File: config.mk
export PLATFORM = sky130hd
export DESIGN_NAME = mhbi_host_port
export DESIGN_NICKNAME = d
export VERILOG_FILES = /design/src/rtl/mhbi_pkg.sv /design/src/rtl/mhbi_host_port.sv /design/src/rtl/mhbi_irq_ctrl.sv
export SDC_FILE = /design/constraint.sdc
export NUM_CORES = 1
export LEC_CHECK = 0
export BUFFER_PORTS_ARGS = -buffer_cell sky130_fd_sc_hd__buf_2
export CELL_PAD_IN_SITES_DETAIL_PLACEMENT = 1
export CELL_PAD_IN_SITES_GLOBAL_PLACEMENT = 1
export CORE_MARGIN = 1
export CORE_UTILIZATION = 41
export DETAILED_ROUTE_END_ITERATION = 7
export PLACE_DENSITY = 0.93
export SYNTH_ARGS = -nofsm -noshare
export SYNTH_HDL_FRONTEND = slang
export SYNTH_SLANG_ARGS = --single-unit
File: constraint.sdc
create_clock -name clock -period 3 [get_ports clock]
set_input_delay 0.15 -clock clock [delete_from_list [all_inputs] [get_ports clock]]
set_output_delay 0.15 -clock clock [all_outputs]
set_load 0.01 [all_outputs]
File: src/rtl/mhbi_pkg.sv
// Shared constants and types for the muxed host bus interface.
// Assumes a single 200 MHz clock and a synchronous active-high reset.
package mhbi_pkg;

    // ------------------------------------------------------------
    // Register map
    // ------------------------------------------------------------
    localparam int ADDR_W = 8;
    localparam logic [7:0] SWITCH_OFS = 8'h01;
    localparam logic [7:0] STATUS0_OFS = 8'h02;
    localparam logic [7:0] MISC_OFS = 8'h03;
    localparam logic [7:0] EMU_OFS = 8'h14;
    localparam logic [7:0] MISC_RESET = 8'h00;
    localparam logic [7:0] EMU_RESET = 8'h00;

    // ------------------------------------------------------------
    // Field positions
    // ------------------------------------------------------------
    localparam int EMU_DRIVE_BIT = 7;
    localparam int EMU_CLEAR_BIT = 5;
    localparam int EMU_ENABLE_BIT = 4;
    localparam int MISC_CLK_LO = 2;
    localparam int STATUS0_SENSE_BIT = 4;
    localparam int STATUS0_PEND_BIT = 7;
    localparam int SW_BHE_BIT = 3;
    localparam int SW_MATCH_BIT = 4;
    localparam int SW_MIO_BIT = 5;
    localparam int SW_CARD_BIT = 6;

    // ------------------------------------------------------------
    // External palette ports
    // ------------------------------------------------------------
    localparam logic [15:0] PAL_MASK_PORT = 16'h03c6;
    localparam logic [15:0] PAL_STATE_PORT = 16'h03c7;
    localparam logic [15:0] PAL_WIDX_PORT = 16'h03c8;
    localparam logic [15:0] PAL_DATA_PORT = 16'h03c9;

    // ------------------------------------------------------------
    // Types
    // ------------------------------------------------------------
    typedef enum logic [1:0] {
        PWR_NORMAL = 2'b00,
        PWR_RELAX = 2'b01,
        PWR_RETIRE = 2'b10
    } mhbi_power_e;

    // Strobes of the multiplexed host bus, all active low.
    typedef struct packed {
        logic memRdN;
        logic memWrN;
        logic ioRdN;
        logic ioWrN;
    } mhbi_strobe_s;

    // Transceiver steering outputs with their enables.
    typedef struct packed {
        logic addrPhaseEnN;
        logic dataPhaseEnN;
        logic dataPhaseEnOe;
        logic lowByteReadDirN;
        logic lowByteDirOe;
        logic highByteReadDirN;
        logic highByteDirOe;
    } mhbi_xcvr_s;

endpackage

File: src/rtl/mhbi_host_port.sv
// Host port of the display controller: phase enables, transceiver
// direction, palette strobes, switch bits, power mode and interrupt.
// Assumes all pins are synchronous to clock (the master clock) and that
// the bus type select pin stays constant while out of reset.
//
// Design decisions made here: strobed register access and the address map.
`timescale 1ns/1ps
`default_nettype none

// Functional notes
// Raise the interrupt on each vertical sync rising edge.
// PC bus: interrupt pin floats while the emulation drive bit is clear.
// MCA bus: interrupt pin always works, drive bit ignored.
// Pick one of three dot clocks from the misc output field.
// The master clock sequences all register access cycles.
// Status register 0 bit 4 returns the monitor sense pin.
// Palette read strobe on reads of 3C6h, 3C8h, 3C9h; not 3C7h.
// Palette write strobe on any write to 3C6h through 3C9h.
// Outside logic decodes A19-A23 into the high address match.
// Latch the high address match for memory cycles, ignore on I/O.
// Address phase enable low selects address, high selects data.
// PC bus: address phase low while all four strobes are high.
// MCA bus: address phase low while command is high.
// Data phase enable is the inverse, floated during reset.
// Low byte direction low on reads, high on writes, floated in reset.
// High byte direction behaves the same for bits 8 to 15.
// Host holds address in address phase and data in data phase.
// Latch A16-A18 in address phase; switch bits 0-2 show their pins.
// Latch byte-high enable on command fall; switch bit 3 shows it.
// Switch bit 4 shows the high address match pin.
// Decode two power-down pins into normal, relax or retire.
// Reset returns all logic to its reset state.
// Bus type select low means MCA, high means PC bus.
// Switch bits 5 and 6 show memory/I-O select and card enable.
// Both power-down pins low means normal operation.
// Switch bits 0-2 and 4-6 are sampled from pins at the read itself.
module mhbi_host_port #(
    parameter int DOT_CLOCKS = 3
) (
    // Clock and reset
    input wire logic clock,
    input wire logic reset,
    // Register port
    input wire logic [mhbi_pkg::ADDR_W-1:0] regAddr,
    input wire logic [7:0] regWrData,
    input wire logic regWrite,
    input wire logic regRead,
    output logic [7:0] regRdData,
    // Host bus control pins
    input wire logic hostBusTypeSelect,
    input wire mhbi_pkg::mhbi_strobe_s hostStrobe,
    input wire logic [15:0] hostAddr,
    input wire logic [2:0] highAddrBits,
    input wire logic byteHighEnableN,
    input wire logic highAddressMatch,
    input wire logic addressValidOrMemIoSelect,
    input wire logic refreshOrCardEnable,
    // Transceiver steering
    output mhbi_pkg::mhbi_xcvr_s xcvr,
    // Palette strobes
    output logic paletteReadStrobeN,
    output logic paletteWriteStrobeN,
    // Memory cycle qualification
    output logic memCycleHit,
    output logic [2:0] latchedHighAddr,
    output logic latchedByteHigh,
    // Video clocks and power mode
    input wire logic [DOT_CLOCKS-1:0] dotClockInputs,
    input wire logic monitorSenseInput,
    input wire logic [1:0] powerModeSelect,
    output logic selectedDotClock,
    output mhbi_pkg::mhbi_power_e powerMode,
    // Interrupt
    input wire logic vsync,
    output logic irqOut,
    output logic irqOe
);

    // ------------------------------------------------------------
    // Elaboration checks
    // ------------------------------------------------------------
    if (DOT_CLOCKS != 3) begin : g_bad_clocks
        $error("DOT_CLOCKS must be 3 to match the two-bit select field");
    end

    // ------------------------------------------------------------
    // State
    // ------------------------------------------------------------
    typedef struct packed {
        mhbi_pkg::mhbi_xcvr_s xcvr;
        logic palRdN;
        logic palWrN;
        logic cmdPrev;
        logic [15:0] addr;
        logic [2:0] highAddr;
        logic match;
        logic ioCycle;
        logic byteHigh;
        logic memHit;
        logic [7:0] misc;
        logic [7:0] emu;
        logic clearPulse;
        logic dotClk;
        mhbi_pkg::mhbi_power_e power;
        logic [7:0] rdData;
    } mhbi_port_s;

    mhbi_port_s state_q;
    mhbi_port_s state_d;
    logic pcBus;
    logic cmdActive;
    logic readCycle;
    logic ioRead;
    logic ioWrite;
    logic [1:0] clkSel;
    logic irqPending;

    // Bus mode and decoded command from the raw strobes.
    always_comb begin
        pcBus = hostBusTypeSelect;
        if (pcBus) begin
            cmdActive = !(hostStrobe.memRdN && hostStrobe.memWrN
                && hostStrobe.ioRdN && hostStrobe.ioWrN);
            readCycle = !hostStrobe.memRdN || !hostStrobe.ioRdN;
            ioRead = !hostStrobe.ioRdN && !state_q.ioCycle;
            ioWrite = !hostStrobe.ioWrN && !state_q.ioCycle;
        end else begin
            // In MCA the I/O read pin carries the command strobe.
            cmdActive = !hostStrobe.ioRdN;
            readCycle = cmdActive && !hostStrobe.memRdN;
            ioRead = cmdActive && !hostStrobe.memRdN && state_q.ioCycle;
            ioWrite = cmdActive && !hostStrobe.memWrN && state_q.ioCycle;
        end
        clkSel = state_q.misc[mhbi_pkg::MISC_CLK_LO +: 2];
    end

    // ------------------------------------------------------------
    // Next state
    // ------------------------------------------------------------
    // Every field moves once per master clock edge.
    always_comb begin
        state_d = state_q;
        state_d.cmdPrev = cmdActive;
        state_d.clearPulse = 1'b0;

        // Phase enables and transceiver direction.
        state_d.xcvr.addrPhaseEnN = cmdActive;
        state_d.xcvr.dataPhaseEnN = !cmdActive;
        state_d.xcvr.dataPhaseEnOe = 1'b1;
        state_d.xcvr.lowByteReadDirN = !readCycle;
        state_d.xcvr.lowByteDirOe = 1'b1;
        state_d.xcvr.highByteReadDirN = !readCycle;
        state_d.xcvr.highByteDirOe = 1'b1;

        // Address phase capture; the host holds it while the enable is low.
        if (!cmdActive) begin
            state_d.addr = hostAddr;
            state_d.highAddr = highAddrBits;
            state_d.match = highAddressMatch;
            // PC: low means a valid I/O address; MCA: low selects I/O.
            state_d.ioCycle = pcBus ? addressValidOrMemIoSelect
                                    : !addressValidOrMemIoSelect;
        end

        // Byte-high enable taken on the command's falling edge.
        if (cmdActive && !state_q.cmdPrev) begin
            state_d.byteHigh = !byteHighEnableN;
        end

        // Memory qualification ignores the match on I/O cycles.
        if (pcBus) begin
            state_d.memHit = cmdActive && state_q.match && refreshOrCardEnable
                && !(hostStrobe.memRdN && hostStrobe.memWrN);
        end else begin
            state_d.memHit = cmdActive && state_q.match && !state_q.ioCycle
                && refreshOrCardEnable;
        end

        // Palette strobes; the status port is answered inside.
        state_d.palRdN = 1'b1;
        state_d.palWrN = 1'b1;
        if (ioRead && (state_q.addr == mhbi_pkg::PAL_MASK_PORT
                || state_q.addr == mhbi_pkg::PAL_WIDX_PORT
                || state_q.addr == mhbi_pkg::PAL_DATA_PORT)) begin
            state_d.palRdN = 1'b0;
        end
        if (ioWrite && state_q.addr >= mhbi_pkg::PAL_MASK_PORT
                && state_q.addr <= mhbi_pkg::PAL_DATA_PORT) begin
            state_d.palWrN = 1'b0;
        end

        // Dot clock select; the spare code falls back to the last input.
        state_d.dotClk = dotClockInputs[(clkSel > 2'h2) ? 2'h2 : clkSel];

        // Power mode decode; undefined codes fall back to retire.
        if (powerModeSelect == 2'b00) begin
            state_d.power = mhbi_pkg::PWR_NORMAL;
        end else if (powerModeSelect == 2'b01) begin
            state_d.power = mhbi_pkg::PWR_RELAX;
        end else begin
            state_d.power = mhbi_pkg::PWR_RETIRE;
        end

        // Register writes.
        if (regWrite) begin
            if (regAddr == mhbi_pkg::MISC_OFS) begin
                state_d.misc = regWrData;
            end else if (regAddr == mhbi_pkg::EMU_OFS) begin
                state_d.emu = regWrData;
                state_d.emu[mhbi_pkg::EMU_CLEAR_BIT] = 1'b0;
                state_d.clearPulse = regWrData[mhbi_pkg::EMU_CLEAR_BIT];
            end
        end

        // Register reads: data valid only in the next cycle.
        state_d.rdData = 8'h00;
        if (regRead) begin
            if (regAddr == mhbi_pkg::SWITCH_OFS) begin
                // Pins are taken live at the read itself.
                state_d.rdData[2:0] = highAddrBits;
                state_d.rdData[mhbi_pkg::SW_BHE_BIT] = state_q.byteHigh;
                state_d.rdData[mhbi_pkg::SW_MATCH_BIT] = highAddressMatch;
                state_d.rdData[mhbi_pkg::SW_MIO_BIT] = addressValidOrMemIoSelect;
                state_d.rdData[mhbi_pkg::SW_CARD_BIT] = refreshOrCardEnable;
            end else if (regAddr == mhbi_pkg::STATUS0_OFS) begin
                state_d.rdData[mhbi_pkg::STATUS0_SENSE_BIT] = monitorSenseInput;
                state_d.rdData[mhbi_pkg::STATUS0_PEND_BIT] = irqPending;
            end else if (regAddr == mhbi_pkg::MISC_OFS) begin
                state_d.rdData = state_q.misc;
            end else if (regAddr == mhbi_pkg::EMU_OFS) begin
                state_d.rdData = state_q.emu;
            end
        end
    end

    // ------------------------------------------------------------
    // State register
    // ------------------------------------------------------------
    // Enables reset to zero so all steering pins but the address phase enable float in reset.
    always_ff @(posedge clock) begin
        if (reset) begin
            state_q <= '0;
            state_q.xcvr.addrPhaseEnN <= 1'b0;
            state_q.xcvr.dataPhaseEnN <= 1'b1;
            state_q.xcvr.lowByteReadDirN <= 1'b1;
            state_q.xcvr.highByteReadDirN <= 1'b1;
            state_q.palRdN <= 1'b1;
            state_q.palWrN <= 1'b1;
            state_q.misc <= mhbi_pkg::MISC_RESET;
            state_q.emu <= mhbi_pkg::EMU_RESET;
            state_q.power <= mhbi_pkg::PWR_NORMAL;
        end else begin
            state_q <= state_d;
        end
    end

    // ------------------------------------------------------------
    // Interrupt
    // ------------------------------------------------------------
    mhbi_irq_ctrl u_irq (
        .clock(clock),
        .reset(reset),
        .vsync(vsync),
        .pcBus(pcBus),
        .driveBit(state_q.emu[mhbi_pkg::EMU_DRIVE_BIT]),
        .enableBit(state_q.emu[mhbi_pkg::EMU_ENABLE_BIT]),
        .clearPulse(state_q.clearPulse),
        .irqOut(irqOut),
        .irqOe(irqOe),
        .pending(irqPending)
    );

    // ------------------------------------------------------------
    // Outputs
    // ------------------------------------------------------------
    assign xcvr = state_q.xcvr;
    assign paletteReadStrobeN = state_q.palRdN;
    assign paletteWriteStrobeN = state_q.palWrN;
    assign memCycleHit = state_q.memHit;
    assign latchedHighAddr = state_q.highAddr;
    assign latchedByteHigh = state_q.byteHigh;
    assign selectedDotClock = state_q.dotClk;
    assign powerMode = state_q.power;
    assign regRdData = state_q.rdData;
endmodule // mhbi_host_port

`default_nettype wire

File: src/rtl/mhbi_irq_ctrl.sv
// Vertical-sync interrupt with its tri-state emulation option.
// Assumes vsync is synchronous to clock and already active high.
`timescale 1ns/1ps
`default_nettype none

module mhbi_irq_ctrl (
    // Clock and reset
    input wire logic clock,
    input wire logic reset,
    // Controls
    input wire logic vsync,
    input wire logic pcBus,
    input wire logic driveBit,
    input wire logic enableBit,
    input wire logic clearPulse,
    // Interrupt pin and state
    output logic irqOut,
    output logic irqOe,
    output logic pending
);

    typedef struct packed {
        logic vsyncPrev;
        logic pending;
        logic out;
        logic oe;
    } mhbi_irq_s;

    mhbi_irq_s state_q;
    mhbi_irq_s state_d;
    logic risingVsync;

    // ------------------------------------------------------------
    // Next state
    // ------------------------------------------------------------
    // A new edge in the clearing cycle keeps the flag set.
    always_comb begin
        state_d = state_q;
        risingVsync = vsync && !state_q.vsyncPrev;
        state_d.vsyncPrev = vsync;
        if (risingVsync) begin
            state_d.pending = 1'b1;
        end else if (clearPulse) begin
            state_d.pending = 1'b0;
        end
        state_d.out = 1'b0;
        state_d.oe = 1'b0;
        if (pcBus) begin
            // The drive bit floats the pin whatever the enable says.
            if (driveBit && enableBit) begin
                state_d.oe = 1'b1;
                state_d.out = state_d.pending;
            end
        end else begin
            // Open-drain style: pulled low only while a request stands.
            if (enableBit && state_d.pending) begin
                state_d.oe = 1'b1;
                state_d.out = 1'b0;
            end
        end
    end

    always_ff @(posedge clock) begin
        if (reset) begin
            state_q <= '0;
        end else begin
            state_q <= state_d;
        end
    end

    assign irqOut = state_q.out;
    assign irqOe = state_q.oe;
    assign pending = state_q.pending;
endmodule // mhbi_irq_ctrl

`default_nettype wire

==> impl_results.md <==
- Total die area: between 7000 and 8000 sq um
- Initial antenna violation count: 0
- Cells after Synth: about 310
- First-pass GRT wire length: around 13000 um
- Fin crit period: between 1.5 and 2 ns
- GRT Total Usage: between 20% and 30%
- Initial core utilization: between 40% and 50%
- Yosys reg bits: 60
- Layout Nets: between 400 and 500
- F_max: about 0.62 GHz
- Final hold viol count: 0
- Min-Delay Path Depth: 2
- Worst-path clk slew: ~0.07 ns
- Slowest-stage cell, CP: inv_2
- Vias in the first global route: 2607
- Final setup violation count: 0
- Worst min path class: in -> reg
- Worst path max stage delay: roughly 0.68 ns
- N_diodes: 0
- Wirelength per Cell: about 18 um
- Yosys top cell area share: between 40% and 50%
- Pre-CTS setup slack: 1.05 ns
- Fin area: ~3300 sq um
- Routed WL: 8160 um
- Kind of start point of the critical path: input port
- Commonest cells post-synth: 60 x dfxtp_1, 47 x nand2_1, 24 x mux2i_1
- Core Area: roughly 6500 sq um
- Final Util: roughly half
- Final Slew Violations: 0
- Placement-stage cell area: about 3000 sq um
- Chip Height: approximately 85 um
- Area Overhead vs Synth: 17.1%
- CTS Buf Count: 9
- Worst r2r dst: paletteReadStrobeN
- Top Ports: slightly above 80
- Async SR Flop Fraction: 0%
- Largest delay share family, worst path: buffers and inverters
- Kind of critical path: in -> reg
- Outcome: finished clean
- Total gr overflow: 0
- Fin Clk Skew: between 0.008 and 0.009 ns
- Final std cells w/o fill: roughly 450
- Remaining DRCs: 0
- Post-DP HPWL: 5640 um
- H-tree depth: 3
- Router iterations before antenna repair: 4
- Maximum vdd ir drop: 0.209 mV
- CP Max Fanout: 54
- Via density: between 5 and 6
- Final ANT Viol Nets: 0
- Top_reg_cell synth: dfxtp_1
- Pwr Total: approximately 1.8 mW
- Placer Congestion: a little under 0.9
- CTS Sinks: 60
- HP Start: vsync
- RR Startpoint: state_q[50]
- Max-cap viol count: 0
- Vias post-DR: roughly 2600
- Port-buffer cells: 81
- Hold WS: approximately 0.032 ns
- CTS tree: built
- Largest net degree at the start of global routing: 55
- Register area share after synthesis: about 42%
- Die X: roughly 85 um
- Clock tree buffer depth: 2
- Avg Inst Size Synth: 9.03 sq um
- Period utilisation layout: a little over half
- Reg2Reg Depth: 3
- Initial DRC count: between 100 and 150
- Setup TNS: 0 ns
- Critical Path AT: 1.86 ns
- RSZ-0062 raised after global routing: false
- Required time worst endpoint: between 3 and 4 ns
- Setup ws final: approximately 1.4 ns
- Mapped Area: 2830 sq um
- Placement Rows: 29
- Hold endpoint: u_irq.state_q[3]
- Worst-path cell chain: buf_2 -> inv_2 -> nand2_1 -> a221oi_1
- Worst R2R Setup Slack: 1.53 ns
- Cell variety after synth: 46
- Pwr dens: ~560 nW/um^2
- Leak Pwr: ~1.4 nW
- Share of cells above drive strength 1: between 30% and 40%
- Fillers: slightly below 800
- Kind of end point of the critical path: register
- Worst-margin pin slew: 0.846 ns
- Insertion delay to the later sink of the worst-skew pair: between 0.3 and 0.4 ns
- Critical path buffers and inverters: 2
- Synth area leader: dfxtp_1
- Yosys warnings: 0
- Post-synth EDFFs: 0
- Top cells by area, synth: dfxtp_1 42%, mux2i_1 8.5%, nand2_1 6.2%, buf_4 6.1%, nand3_1 2.5%
- Relative slew margins: 43.4%
- Post-synth net total: about 370
- Worst setup path startpoint: reset
- Count leader, synth: dfxtp_1
- CTS root buf: clkbuf_8
- Placed insts: around 430
worst max-delay path by stage:
stage / to / slack, ns / cells past startpoint
2_1_floorplan: paletteReadStrobeN / 1.63 / 3
3_3_place_gp: regRdData[5] / 1.20 / 4
3_5_place_dp: regRdData[1] / 1.05 / 4
4_1_cts: regRdData[1] / 1.41 / 4
5_1_grt: regRdData[1] / 1.20 / 4
6_report: regRdData[1] / 1.38 / 4
per-layer routing:
| metal | up-vias | track usage [%] | share of wire (%) |
|---|---|---|---|
| met4 | 0 | 11.1 | 3.6 |
| met5 | - | 0 | 0 |
| li1 | 1211 | - | - |
| met3 | 23 | 6.52 | 6.0 |
| met1 | 1224 | 28.6 | 42 |
| met2 | 92 | 39.7 | 49 |
sequential cells by signal, summed over array words and instances (netlist names):
signal               count
state_q                 33
regRdData                8
latchedHighAddr          3
xcvr                     3
clkSel                   2
powerMode                2
latchedByteHigh          1
memCycleHit              1
paletteReadStrobeN       1
paletteWriteStrobeN      1
selectedDotClock         1
u_irq.irqOe              1
u_irq.irqOut             1
u_irq.pending            1
u_irq.state_q            1
cells in the final DEF (no fill, tap or decap), drive strengths merged, types with 2 or more instances in the layout:
cell type,instances
dlygate4sd3,2
mux2,6
a221oi,6
clkbuf,12
nor3,2
or4,3
o21a,2
o21ai,8
nand2b,4
a21oi,12
mux2i,24
nand2,47
nor2b,2
nor4,4
a31o,7
inv,13
bufinv,2
nand3,14
and3,3
a311oi,7
o2111ai,3
nor2,8
nor3b,2
nand4,10
dfxtp,60
o31ai,8
buf,83
a31oi,2
logic make-up (layout without fill, tap and decap cells):
group           after synthesis  in the layout  synth area share, %
flops                        60             60                 42.5
xor+xnor                      1              1                0.310
buf+inv                      57            114                 11.6
simple gates                103            103                 18.9
compound gates               62             62                 15.8
mux                          30             30                 10.9
where the power goes:
| group | internal (mW) | total [mW] | switching [mW] | leakage [nW] |
|---|---|---|---|---|
| clock | 0.490 | 0.819 | 0.330 | 0.107 |
| sequential | 0.822 | 0.839 | 0.0173 | 0.489 |
| combinational | 0.0767 | 0.190 | 0.113 | 0.783 |
| total | 1.39 | 1.85 | 0.460 | 1.38 |
area by class of cell:
type	count	area (sq um)	area share, %
Clock buffer	12	145	4.38
Clock inverter	4	72.6	2.19
Inverter	13	48.8	1.47
Multi-Input combinational cell	196	1310	39.5
Sequential cell	60	1200	36.3
Tap cell	77	96.3	2.91
Timing Repair Buffer	85	440	13.3
what timing repair did:
action                                 in CTS  in global routing
endpoints found under the hold margin       2                  0
hold buffers                                2                  0
resized for setup                           0                  0
setup endpoints to repair                   0                  0
setup buffers                               0                  0
Note: power is estimated with default switching activity, not from simulation.
